$ cat src/hdl/wlch_pkg.sv
// Purpose: Shared constants for the raw sector write command handler
// Assumes: Ten-byte command blocks, byte-wide data stream
// Notes: Sizes are plain defaults, not tied to any product
package wlch_pkg;
   localparam logic [7:0] OP_RAW_WR_VU = 8'hea;
   localparam logic [7:0] OP_RAW_WR_STD = 8'h3f;
   localparam logic [7:0] OP_BUF_WR = 8'h3b;
   localparam int CDB_LEN = 10;
   localparam int CDB_LUN_BYTE = 1;
   localparam int CDB_LUN_MSB = 7;
   localparam int CDB_LUN_LSB = 5;
   localparam int CDB_ADDR_FIRST = 2;
   localparam int CDB_LEN_MSB = 7;
   localparam int CDB_LEN_LSB = 8;
   localparam int CDB_CTRL_BYTE = 9;
   localparam int ECC_BYTES = 6;
   localparam int BUF_HDR_BYTES = 4;
   localparam logic [15:0] BUF_SIZE = 16'h2000;
   localparam logic [15:0] PHYS_SECTOR_BYTES = 16'h0200;
   localparam logic [31:0] PHYS_SECTOR_COUNT = 32'h0010_0000;
   localparam logic [7:0] SENSE_ILLEGAL_REQ = 8'h05;
   localparam logic [7:0] ASC_BAD_ADDR = 8'h21;
   localparam logic [7:0] ASC_BAD_FIELD = 8'h24;
   localparam logic [7:0] STAT_GOOD = 8'h00;
   localparam logic [7:0] STAT_CHECK = 8'h02;
   typedef enum logic [2:0] {
      ST_IDLE = 3'b000,
      ST_CDB = 3'b001,
      ST_CHECK = 3'b010,
      ST_DATA = 3'b011,
      ST_DONE = 3'b100
   } wlch_state_e;
endpackage

$ cat src/hdl/wlch_write_long.sv
// Purpose: Decodes buffer and raw sector writes, streams raw data to media
// Assumes: Command bytes and data bytes arrive as one-cycle strobes on mclk
// Notes: Media sees absolute byte addresses, sector base plus offset, correction bytes verbatim
// Notes: Opcodes other than the three handled here end good with no action
// Function
// - A buffer write longer than the buffer ends with check status and sense 05h/24h.
// - A raw write moves exactly one sector then six correction bytes stored as received.
// - Both opcode EAh and opcode 3Fh start the same raw sector write.
// - Command bytes 7 and 8 of a raw write are ignored as a length.
// - The raw write address is bytes 2 to 5, most significant first.
// - The physical location uses the physical sector size.
// - An out of range raw write address ends with check status and sense 05h/21h.
// - The unit number is the three-bit field of command byte 1.
// - The buffer write length compared to the buffer includes the four header bytes.
`timescale 1ns/1ns
`default_nettype none
module wlch_write_long (
   // Clock and reset
   input wire logic mclk,
   input wire logic rst,
   input wire logic clk_en,
   // Command bytes
   input wire logic cdb_valid,
   input wire logic [7:0] cdb_byte,
   // Data out bytes
   input wire logic data_valid,
   input wire logic [7:0] data_byte,
   output logic data_req,
   // Media write port
   output logic media_we,
   output logic [31:0] media_addr,
   output logic [7:0] media_data,
   output logic media_ecc,
   // Buffer write acceptance
   output logic buf_ok,
   // Completion
   output logic done,
   output logic [7:0] status,
   output logic [7:0] sense_key,
   output logic [7:0] sense_code,
   output logic [2:0] lun
);
   import wlch_pkg::*;

   typedef struct packed {
      // Command capture and progress
      wlch_state_e st;
      logic [3:0] idx;
      logic [7:0] op;
      logic [31:0] blk;
      logic [15:0] blen;
      logic [15:0] cnt;
      // Registered outputs, one register field each
      logic data_req;
      logic media_we;
      logic [31:0] media_addr;
      logic [7:0] media_data;
      logic media_ecc;
      logic buf_ok;
      logic done;
      logic [7:0] status;
      logic [7:0] sense_key;
      logic [7:0] sense_code;
      logic [2:0] lun;
   } wlch_s;

   wlch_s s_reg;
   wlch_s s_next;
   logic raw_op;
   logic [31:0] sector_base;
   logic buf_op;
   logic [31:0] byte_addr;
   logic cdb_take;
   logic data_take;
   logic lun_byte;
   logic addr_byte;
   logic len_hi_byte;
   logic len_lo_byte;
   logic ctrl_byte;
   logic addr_ok;
   logic len_ok;
   logic ecc_phase;
   logic last_byte;

   ////////////////////////////////////////////////////////////////////
   assign raw_op = (s_reg.op == OP_RAW_WR_VU) || (s_reg.op == OP_RAW_WR_STD);
   assign buf_op = (s_reg.op == OP_BUF_WR);
   // Product is cut to 32 bits; any block that passes the range check fits without loss
   assign sector_base = 32'(s_reg.blk * 32'(PHYS_SECTOR_BYTES));
   assign byte_addr = sector_base + 32'(s_reg.cnt);

   // Strobes outside their phase are dropped, not queued
   assign cdb_take = cdb_valid && ((s_reg.st == ST_IDLE) || (s_reg.st == ST_CDB));
   assign data_take = data_valid && s_reg.data_req && (s_reg.st == ST_DATA);
   assign lun_byte = (s_reg.idx == 4'(CDB_LUN_BYTE));
   assign addr_byte = (s_reg.idx >= 4'(CDB_ADDR_FIRST)) && (s_reg.idx < 4'(CDB_ADDR_FIRST + 4));
   assign len_hi_byte = (s_reg.idx == 4'(CDB_LEN_MSB));
   assign len_lo_byte = (s_reg.idx == 4'(CDB_LEN_LSB));
   assign ctrl_byte = (s_reg.idx == 4'(CDB_CTRL_BYTE));

   // Limits; the buffer length already counts its header bytes
   assign addr_ok = (s_reg.blk < PHYS_SECTOR_COUNT);
   assign len_ok = (s_reg.blen <= BUF_SIZE + 16'(BUF_HDR_BYTES));
   assign ecc_phase = (s_reg.cnt >= PHYS_SECTOR_BYTES);
   assign last_byte = (s_reg.cnt == PHYS_SECTOR_BYTES + 16'(ECC_BYTES - 1));

   ////////////////////////////////////////////////////////////////////
   always_comb begin
      s_next = s_reg;
      s_next.media_we = 1'b0;
      s_next.done = 1'b0;
      s_next.buf_ok = 1'b0;
      case (s_reg.st)
         ST_IDLE: begin
            // Byte 0 is the opcode; any value is taken here
            if (cdb_take) begin
               s_next.op = cdb_byte;
               s_next.idx = 4'h1;
               s_next.blk = 32'h0;
               s_next.blen = 16'h0;
               s_next.st = ST_CDB;
            end
         end
         ST_CDB: begin
            if (cdb_take) begin
               if (lun_byte) begin
                  s_next.lun = cdb_byte[CDB_LUN_MSB:CDB_LUN_LSB];
               end else if (addr_byte) begin
                  // Shifted in most significant byte first
                  s_next.blk = {s_reg.blk[23:0], cdb_byte};
               end else if (len_hi_byte) begin
                  // Raw writes keep this but never use it as a length
                  s_next.blen[15:8] = cdb_byte;
               end else if (len_lo_byte) begin
                  s_next.blen[7:0] = cdb_byte;
               end
               // Control byte is accepted without effect
               if (ctrl_byte) begin
                  s_next.st = ST_CHECK;
               end
               s_next.idx = s_reg.idx + 4'h1;
            end
         end
         ST_CHECK: begin
            s_next.cnt = 16'h0;
            s_next.status = STAT_GOOD;
            s_next.sense_key = 8'h00;
            s_next.sense_code = 8'h00;
            s_next.st = ST_DONE;
            if (raw_op) begin
               if (!addr_ok) begin
                  // Rejected before data out, so the medium is never touched
                  s_next.status = STAT_CHECK;
                  s_next.sense_key = SENSE_ILLEGAL_REQ;
                  s_next.sense_code = ASC_BAD_ADDR;
               end else begin
                  s_next.data_req = 1'b1;
                  s_next.st = ST_DATA;
               end
            end else if (buf_op) begin
               if (!len_ok) begin
                  s_next.status = STAT_CHECK;
                  s_next.sense_key = SENSE_ILLEGAL_REQ;
                  s_next.sense_code = ASC_BAD_FIELD;
               end else begin
                  s_next.buf_ok = 1'b1;
               end
            end else begin
               // Other opcodes are not ours: plain good completion
               s_next.st = ST_DONE;
            end
         end
         ST_DATA: begin
            // Extra bytes are refused by dropping data_req after the last
            if (data_take) begin
               s_next.media_we = 1'b1;
               s_next.media_data = data_byte;
               s_next.media_ecc = ecc_phase;
               s_next.media_addr = byte_addr;
               s_next.cnt = s_reg.cnt + 16'h1;
               if (last_byte) begin
                  s_next.data_req = 1'b0;
                  s_next.st = ST_DONE;
               end
            end
         end
         ST_DONE: begin
            // Status and sense stay until the next check cycle
            s_next.done = 1'b1;
            s_next.st = ST_IDLE;
         end
         default: begin
            s_next.st = ST_IDLE;
         end
      endcase
   end

   // Clock enable low freezes every field, outputs included
   always_ff @(posedge mclk) begin
      if (rst) begin
         s_reg <= '0;
      end else if (clk_en) begin
         s_reg <= s_next;
      end
   end

   ////////////////////////////////////////////////////////////////////
   // Outputs straight from the state register
   assign data_req = s_reg.data_req;
   assign media_we = s_reg.media_we;
   assign media_addr = s_reg.media_addr;
   assign media_data = s_reg.media_data;
   assign media_ecc = s_reg.media_ecc;
   assign buf_ok = s_reg.buf_ok;
   assign done = s_reg.done;
   assign status = s_reg.status;
   assign sense_key = s_reg.sense_key;
   assign sense_code = s_reg.sense_code;
   assign lun = s_reg.lun;
endmodule
`default_nettype wire

$ cat config.mk
export PLATFORM = sky130hd
export DESIGN_NAME = wlch_write_long
export DESIGN_NICKNAME = d
export VERILOG_FILES = /design/src/hdl/wlch_pkg.sv /design/src/hdl/wlch_write_long.sv
export SDC_FILE = /design/constraint.sdc
export NUM_CORES = 1
export LEC_CHECK = 0
export BUFFER_PORTS_ARGS = -buffer_cell sky130_fd_sc_hd__buf_4
export CORE_ASPECT_RATIO = 1.2
export CORE_MARGIN = 2
export CORE_UTILIZATION = 45
export CTS_CLUSTER_DIAMETER = 40
export CTS_CLUSTER_SIZE = 16
export DETAILED_ROUTE_END_ITERATION = 16
export PLACE_DENSITY = 0.65
export SETUP_SLACK_MARGIN = 0.02
export SLEW_MARGIN = 20
export SYNTH_ARGS = -nofsm -noshare
export SYNTH_HDL_FRONTEND = slang
export SYNTH_SLANG_ARGS = --single-unit
export TNS_END_PERCENT = 5
$ cat constraint.sdc
create_clock -name mclk -period 3 [get_ports mclk]
set_input_delay 0.3 -clock mclk [delete_from_list [all_inputs] [get_ports mclk]]
set_output_delay 0.3 -clock mclk [all_outputs]
set_load 0.02 [all_outputs]
==> parameters.txt, run 1 <==
Parameter                              Value

Clock tree
  Post-CTS setup buffer count    0
  Number of H-tree branching levels    4
  Clock sinks    130
  Clk pin slew, worst setup/hold paths    60 ps
  Clock buffers created by TritonCTS    17
  Clock Tree Buf Depth    2
  Later-pin clock latency in the skew report    420 ps
  Buffer type at the clock tree root    sky130_fd_sc_hd__clkbuf_16
  CTS-repair resized insts    0
  Clock tree from TritonCTS    done
  Hold-fix buffer count after cts    0

Synthesis
  Synthesized instance count    756
  Average instance area after synthesis    8.74 um^2
  Commonest cells in the synthesized netlist    sky130_fd_sc_hd__dfxtp_1 (130), sky130_fd_sc_hd__nor2_1 (103), sky130_fd_sc_hd__buf_4 (67)
  Share of async-settable or async-resettable flops after synthesis    0%
  Number of synthesized register bits    130
  Count of synthesis-stage warnings from yosys    0
  Synth top area share    39.4%
  Number of distinct library cell variants in the gate-level netlist after synthesis    74
  Netlist area before placement    6610 um^2
  Number of synthesized flops with an enable pin    0
  Predominant post-synthesis flop cell    sky130_fd_sc_hd__dfxtp_1
  Synth area leaders    sky130_fd_sc_hd__dfxtp_1 (39%), sky130_fd_sc_hd__mux2i_1 (8.9%), sky130_fd_sc_hd__buf_4 (7.6%)
  Part of the Yosys area used for sequential elements    39.4%
  Cell with the most instances after synthesis    sky130_fd_sc_hd__dfxtp_1
  Cell accounting for the most synthesized area    sky130_fd_sc_hd__dfxtp_1

STA
  Final worst-path cycle share    82.9%
  Setup repair after global routing missed its margin    false
  Fin Clk Skew    8.44 ps
  Final hold violation count    0
  Final Slew Violations    0
  Worst-Margin Slew    891 ps
  Sum of negative setup slack    0 ps
  Fmax    402 MHz
  Setup Viol. Count Final    0
  Worst slew margin    40.6%
  Minimum clock period after layout    2490 ps

Min path
  Worst hold path type    input port to flip-flop
  Worst Hold Launch    cdb_byte[4]

Global routing
  GRT Util Overall    18.9%
  Antenna violations before repair    0
  Grt total ovfl    0
  First-pass GRT wire length    23,400 um
  Via count of the first global-routing pass    4,832
  Pin count of the biggest net entering global routing    89

Die
  Std cell rows    48
  Area of the placeable core    14,400 um^2
  Boundary pin count    93
  Overall die height    137 um
  Die Outline Area    15,700 um^2
  Starting density of the core    46.0%
  Die Span X    115 um

Route
  Routed length per placed instance    14.8 um
  Routed vias    5,028
  Count of routing violations after the opening detailed-route iteration    297
  Post-DRT Antenna Nets    0
  Number of iterations in the first detailed-routing pass    4
  Routed wire length    14,200 um
  Vias/cell    5.25
  Drt drc    0

Setup path
  Launching point of the worst reg2reg path    s_reg[81]$_SDFFE_PP0P_
  Worst Setup Start Kind    flip-flop
  WP data arrival    2750 ps
  Required time reported for the critical path endpoint    3270 ps
  Kind of end point of the critical path    flip-flop
  Category of the most critical setup path    flip-flop to flip-flop
  Crit. Startpoint    s_reg[81]$_SDFFE_PP0P_
  Maximum fanout encountered on the critical timing path    6

Cells and area
  Flip-flop count of the largest register, all copies and words added    79
  Diode count    0
  Total number of nets in the final design    806
  Post-layout utilization of the core    51.9%
  FF/Latch Area    2600 um^2
  Total of fill cells in the finished design    1,348
  Share of layout cells above drive strength 1    17.8%
  Multi-input logic area    3320 um^2
  Area added between synthesis and finish    12.8%

Placed design
  Final GP Congestion    0.870
  Post-DP HPWL    10,200 um
  IO buf count    74

Power and ir drop
  Static Leakage    2.93 nW
  VDD IR-drop max    0.377 mV
  Power density normalized to cell area    550 nW/um^2

Flow run
  Maxcap violations    0

Run status
  Status    finished clean
==> metal layers <==
layer	part of all wire, %	vias to the layer above	wire [um]	track usage (%)
li1	-	2547	-	-
met1	46	2356	6480	23.4
met2	48	106	6870	31.1
met3	4.2	19	597	4.87
met4	1.6	0	233	7.86
met5	0	-	0	0
==> placed cells by master (no fill, tap or decap), types with 4 or more instances in the layout <==
| cell type | instances |
|---|---|
| sky130_fd_sc_hd__dfxtp_1 | 130 |
| sky130_fd_sc_hd__nor2_1 | 103 |
| sky130_fd_sc_hd__buf_4 | 85 |
| sky130_fd_sc_hd__nand2_1 | 62 |
| sky130_fd_sc_hd__mux2i_1 | 59 |
| sky130_fd_sc_hd__a21oi_1 | 34 |
| sky130_fd_sc_hd__and2_1 | 31 |
| sky130_fd_sc_hd__nor3_1 | 18 |
| sky130_fd_sc_hd__a211oi_1 | 18 |
| sky130_fd_sc_hd__conb_1 | 18 |
| sky130_fd_sc_hd__xor2_1 | 17 |
| sky130_fd_sc_hd__clkbuf_16 | 17 |
| sky130_fd_sc_hd__inv_1 | 16 |
| sky130_fd_sc_hd__nand3_1 | 16 |
| sky130_fd_sc_hd__nand4_1 | 14 |
| sky130_fd_sc_hd__ha_1 | 14 |
| sky130_fd_sc_hd__xnor2_1 | 12 |
| sky130_fd_sc_hd__o21ai_0 | 10 |
| sky130_fd_sc_hd__nor4_1 | 7 |
| sky130_fd_sc_hd__and3_1 | 5 |
| sky130_fd_sc_hd__nand3b_1 | 5 |
| sky130_fd_sc_hd__or3_1 | 5 |
| sky130_fd_sc_hd__clkinvlp_4 | 5 |
| sky130_fd_sc_hd__and4_1 | 4 |
==> cell families (layout without fill, tap and decap cells) <==
kind of cell             Yosys count  in the layout  synth area share (%)
other                              1             18                0.0567
XOR/XNOR                          29             29                  3.84
multiplexers                      61             61                  9.28
flip-flops                       130            130                  39.4
AO/OA/AOI/OAI                    101            101                  10.2
AND/OR/NAND/NOR                  296            296                  22.6
adder cells (fa/ha/maj)           15             15                  2.95
buffers and inverters            123            133                  11.6
==> worst max-delay path: stages, from the launching register on <==
cell	delay (ps)
sky130_fd_sc_hd__dfxtp_1	420
sky130_fd_sc_hd__ha_1	220
sky130_fd_sc_hd__inv_1	60
sky130_fd_sc_hd__fa_1	400
sky130_fd_sc_hd__nor2b_1	220
sky130_fd_sc_hd__o31ai_1	150
sky130_fd_sc_hd__a2111oi_0	550
sky130_fd_sc_hd__mux2i_1	240
sky130_fd_sc_hd__nor3_1	60
==> metrics by stage <==
step	worst slack (ps)	total power [mW]	hold WS (ps)	instance area, um^2	instances
after floorplan	825	2.00	429	6670	773
after global placement	640	2.03	440	6840	926
after detailed placement	543	2.04	443	6840	926
after CTS	550	4.15	113	7450	958
after global routing	223	4.25	120	7450	958
final	514	4.10	127	7450	958
==> where the power goes <==
group          internal [mW]  total [mW]  switching, mW
combinational         0.0878       0.237          0.149
clock                   1.34        2.10          0.755
sequential              1.74        1.76         0.0197
==> layout make-up <==
cell class	count	area share, %
Timing Repair Buffer	85	8.56
Inverter	16	0.806
Clock inverter	13	2.15
Clock buffer	19	6.08
Multi-Input combinational cell	520	44.5
Tap cell	175	2.94
Sequential cell	130	34.9
==> worst paths after layout <==
path,cells past startpoint,slack [ps],endpoint
worst max-delay path,8,510,media_addr[29]$_SDFFE_PP0P_
worst min-delay path,3,130,s_reg[140]$_SDFFE_PP0P_
worst max register to register,8,510,media_addr[29]$_SDFFE_PP0P_
worst min register to register,2,450,media_ecc$_SDFFE_PP0P_
Note: power is estimated with default switching activity, not from simulation.
==> inputs of run 2 (changes only) <==
PLACE_DENSITY = 0.68   (was 0.65)
clock period = 2.1 ns   (was 3 ns; I/O delays follow)
==> run 2 against run 1 <==
  * Clock power increased by 42%
  * Combinational power is 64% higher
  * Largest cell class unchanged
  * Critical endpoint is now s_reg[150]$_SDFFE_PP0P_
  * Sequential share of layout area fell by 1.5 points
  * Total power increased by 44%
  * Largest power group unchanged
  * Highest routed layer unchanged
  * Routed wire length grew 5.0%
==> parameters.txt, run 2 (same netlist as run 1, synthesis figures left out) <==
Parameter                              Value

Run status
  Status    finished clean

Placed design
  Worst slack, placed    -48.7 ps
  Total cell area at the placement stage    7120 um^2
  Post-DP HPWL    10,400 um
  Cell count after placement    958
  Final GP Congestion    0.871
  IO buf count    74

Global routing
  First-pass GRT wire length    24,400 um
  Grt total ovfl    0
  Via count of the first global-routing pass    5,027
  Antenna violations before repair    0
  GRT Util Overall    19.6%
  Pin count of the biggest net entering global routing    57

Route
  Vias/cell    5.27
  Routed length per placed instance    15.0 um
  Routed wire length    14,900 um
  Drt drc    0
  Number of iterations in the first detailed-routing pass    4
  Post-DRT Antenna Nets    0
  Routed vias    5,218
  Count of routing violations after the opening detailed-route iteration    310

Setup path
  Category of the most critical setup path    flip-flop to flip-flop
  Reg-to-reg slack, setup    30 ps
  Kind of end point of the critical path    flip-flop
  Required time reported for the critical path endpoint    2460 ps
  Worst Setup Start Kind    flip-flop
  Maximum fanout encountered on the critical timing path    3
  WP data arrival    2430 ps

Cells and area
  Area added between synthesis and finish    18.2%
  Post-route standard cell area excluding fillers    7810 um^2
  Multi-input logic area    3400 um^2
  Flip-flop count of the largest register, all copies and words added    79
  Share of layout cells above drive strength 1    23.2%
  Commonest cells after routing, fill and taps aside    sky130_fd_sc_hd__dfxtp_1 (125), sky130_fd_sc_hd__buf_4 (114), sky130_fd_sc_hd__nor2_1 (103)
  Number of standard cells in the final layout excluding fillers    991
  FF/Latch Area    2610 um^2
  Most common library cell in the layout ignoring fill and taps    sky130_fd_sc_hd__dfxtp_1
  Total number of nets in the final design    839
  Total of fill cells in the finished design    1,329
  Diode count    0
  Post-layout utilization of the core    54.4%

STA
  Setup repair after global routing missed its margin    true
  Minimum clock period after layout    2070 ps
  Worst setup slack after layout    27.5 ps
  Final hold violation count    0
  Final worst-path cycle share    98.7%
  Setup Viol. Count Final    0
  Final-layout worst hold slack    33.4 ps
  Fmax    483 MHz
  Final Slew Violations    0
  Fin Clk Skew    12.7 ps
  Worst-Margin Slew    564 ps
  Sum of negative setup slack    0 ps
  Worst slew margin    62.4%

Clock tree
  Buffer type at the clock tree root    sky130_fd_sc_hd__clkbuf_16
  Clock tree from TritonCTS    done
  Later-pin clock latency in the skew report    420 ps
  Clock sinks    130
  Clock buffers created by TritonCTS    17
  Clock Tree Buf Depth    2
  Hold-fix buffer count after cts    0
  Clk pin slew, worst setup/hold paths    60 ps
  Number of H-tree branching levels    4

Power and ir drop
  Power density normalized to cell area    754 nW/um^2
  VDD IR-drop max    0.431 mV
  Static Leakage    3.11 nW
  Sw power    1.36 mW
  Relative contribution of combinational cells to total power    6.6%
  Part of the total power dissipated in the clock network    50.7%
  Post-layout total power    5.89 mW
  Internal power component    4.53 mW
  Switching share of power    23.1%
  Sequential share of power    42.7%

Flow run
  Maxcap violations    0

Min path
  Worst hold path type    input port to flip-flop

Die
  Area of the placeable core    14,400 um^2
  Die Span X    115 um
  Boundary pin count    93
  Overall die height    137 um
  Die Outline Area    15,700 um^2
  Starting density of the core    46.0%
  Std cell rows    48
run 2: layer usage:
layer  routed length (um)  global-route usage (%)
met1                 6780                    24.3
met2                 7320                    32.9
met3                  577                    4.83
met4                  219                    7.11
met5                    0                       0
run 2: cell type report:
type                            count  area share (%)
Clock inverter                     14            2.10
Timing Repair Buffer              118            11.9
Sequential cell                   130            33.4
Tap cell                          175            2.80
Inverter                           16           0.769
Multi-Input combinational cell    520            43.5
Clock buffer                       18            5.62
run 2: power by group through the flow:
stage	combinational, mW	clock, mW	sequential [mW]
2_1_floorplan	0.291	0	2.56
3_3_place_gp	0.375	0	2.57
3_5_place_dp	0.380	0	2.57
4_1_cts	0.382	3.04	2.52
5_1_grt	0.425	3.17	2.52
6_report	0.388	2.99	2.52
run 2: worst max-delay path, stage by stage (launching register included):
cell	delay, ps
sky130_fd_sc_hd__dfxtp_1	360
sky130_fd_sc_hd__ha_1	170
sky130_fd_sc_hd__or4bb_4	480
sky130_fd_sc_hd__nor4_4	360
sky130_fd_sc_hd__o21ai_2	120
sky130_fd_sc_hd__or3_1	400
sky130_fd_sc_hd__a21oi_2	130
run 2: what timing repair did:
item / in CTS / in global routing
setup buffers: 0 / 1
endpoints found under the hold margin: 0 / 0
setup endpoints to repair: 3 / 47
cloned: 0 / 0
pin swaps: 0 / 14
resized for setup: 3 / 18
run 2: worst paths after layout:
check	from	end	depth (start not counted)
worst max-delay path	s_reg[72]$_SDFFE_PP0P_	s_reg[150]$_SDFFE_PP0P_	6
worst max register to register	s_reg[72]$_SDFFE_PP0P_	s_reg[150]$_SDFFE_PP0P_	6
worst min register to register	media_data[4]$_SDFFE_PP0P_	media_data[4]$_SDFFE_PP0P_	2
worst min-delay path	data_byte[3]	media_data[3]$_SDFFE_PP0P_	3
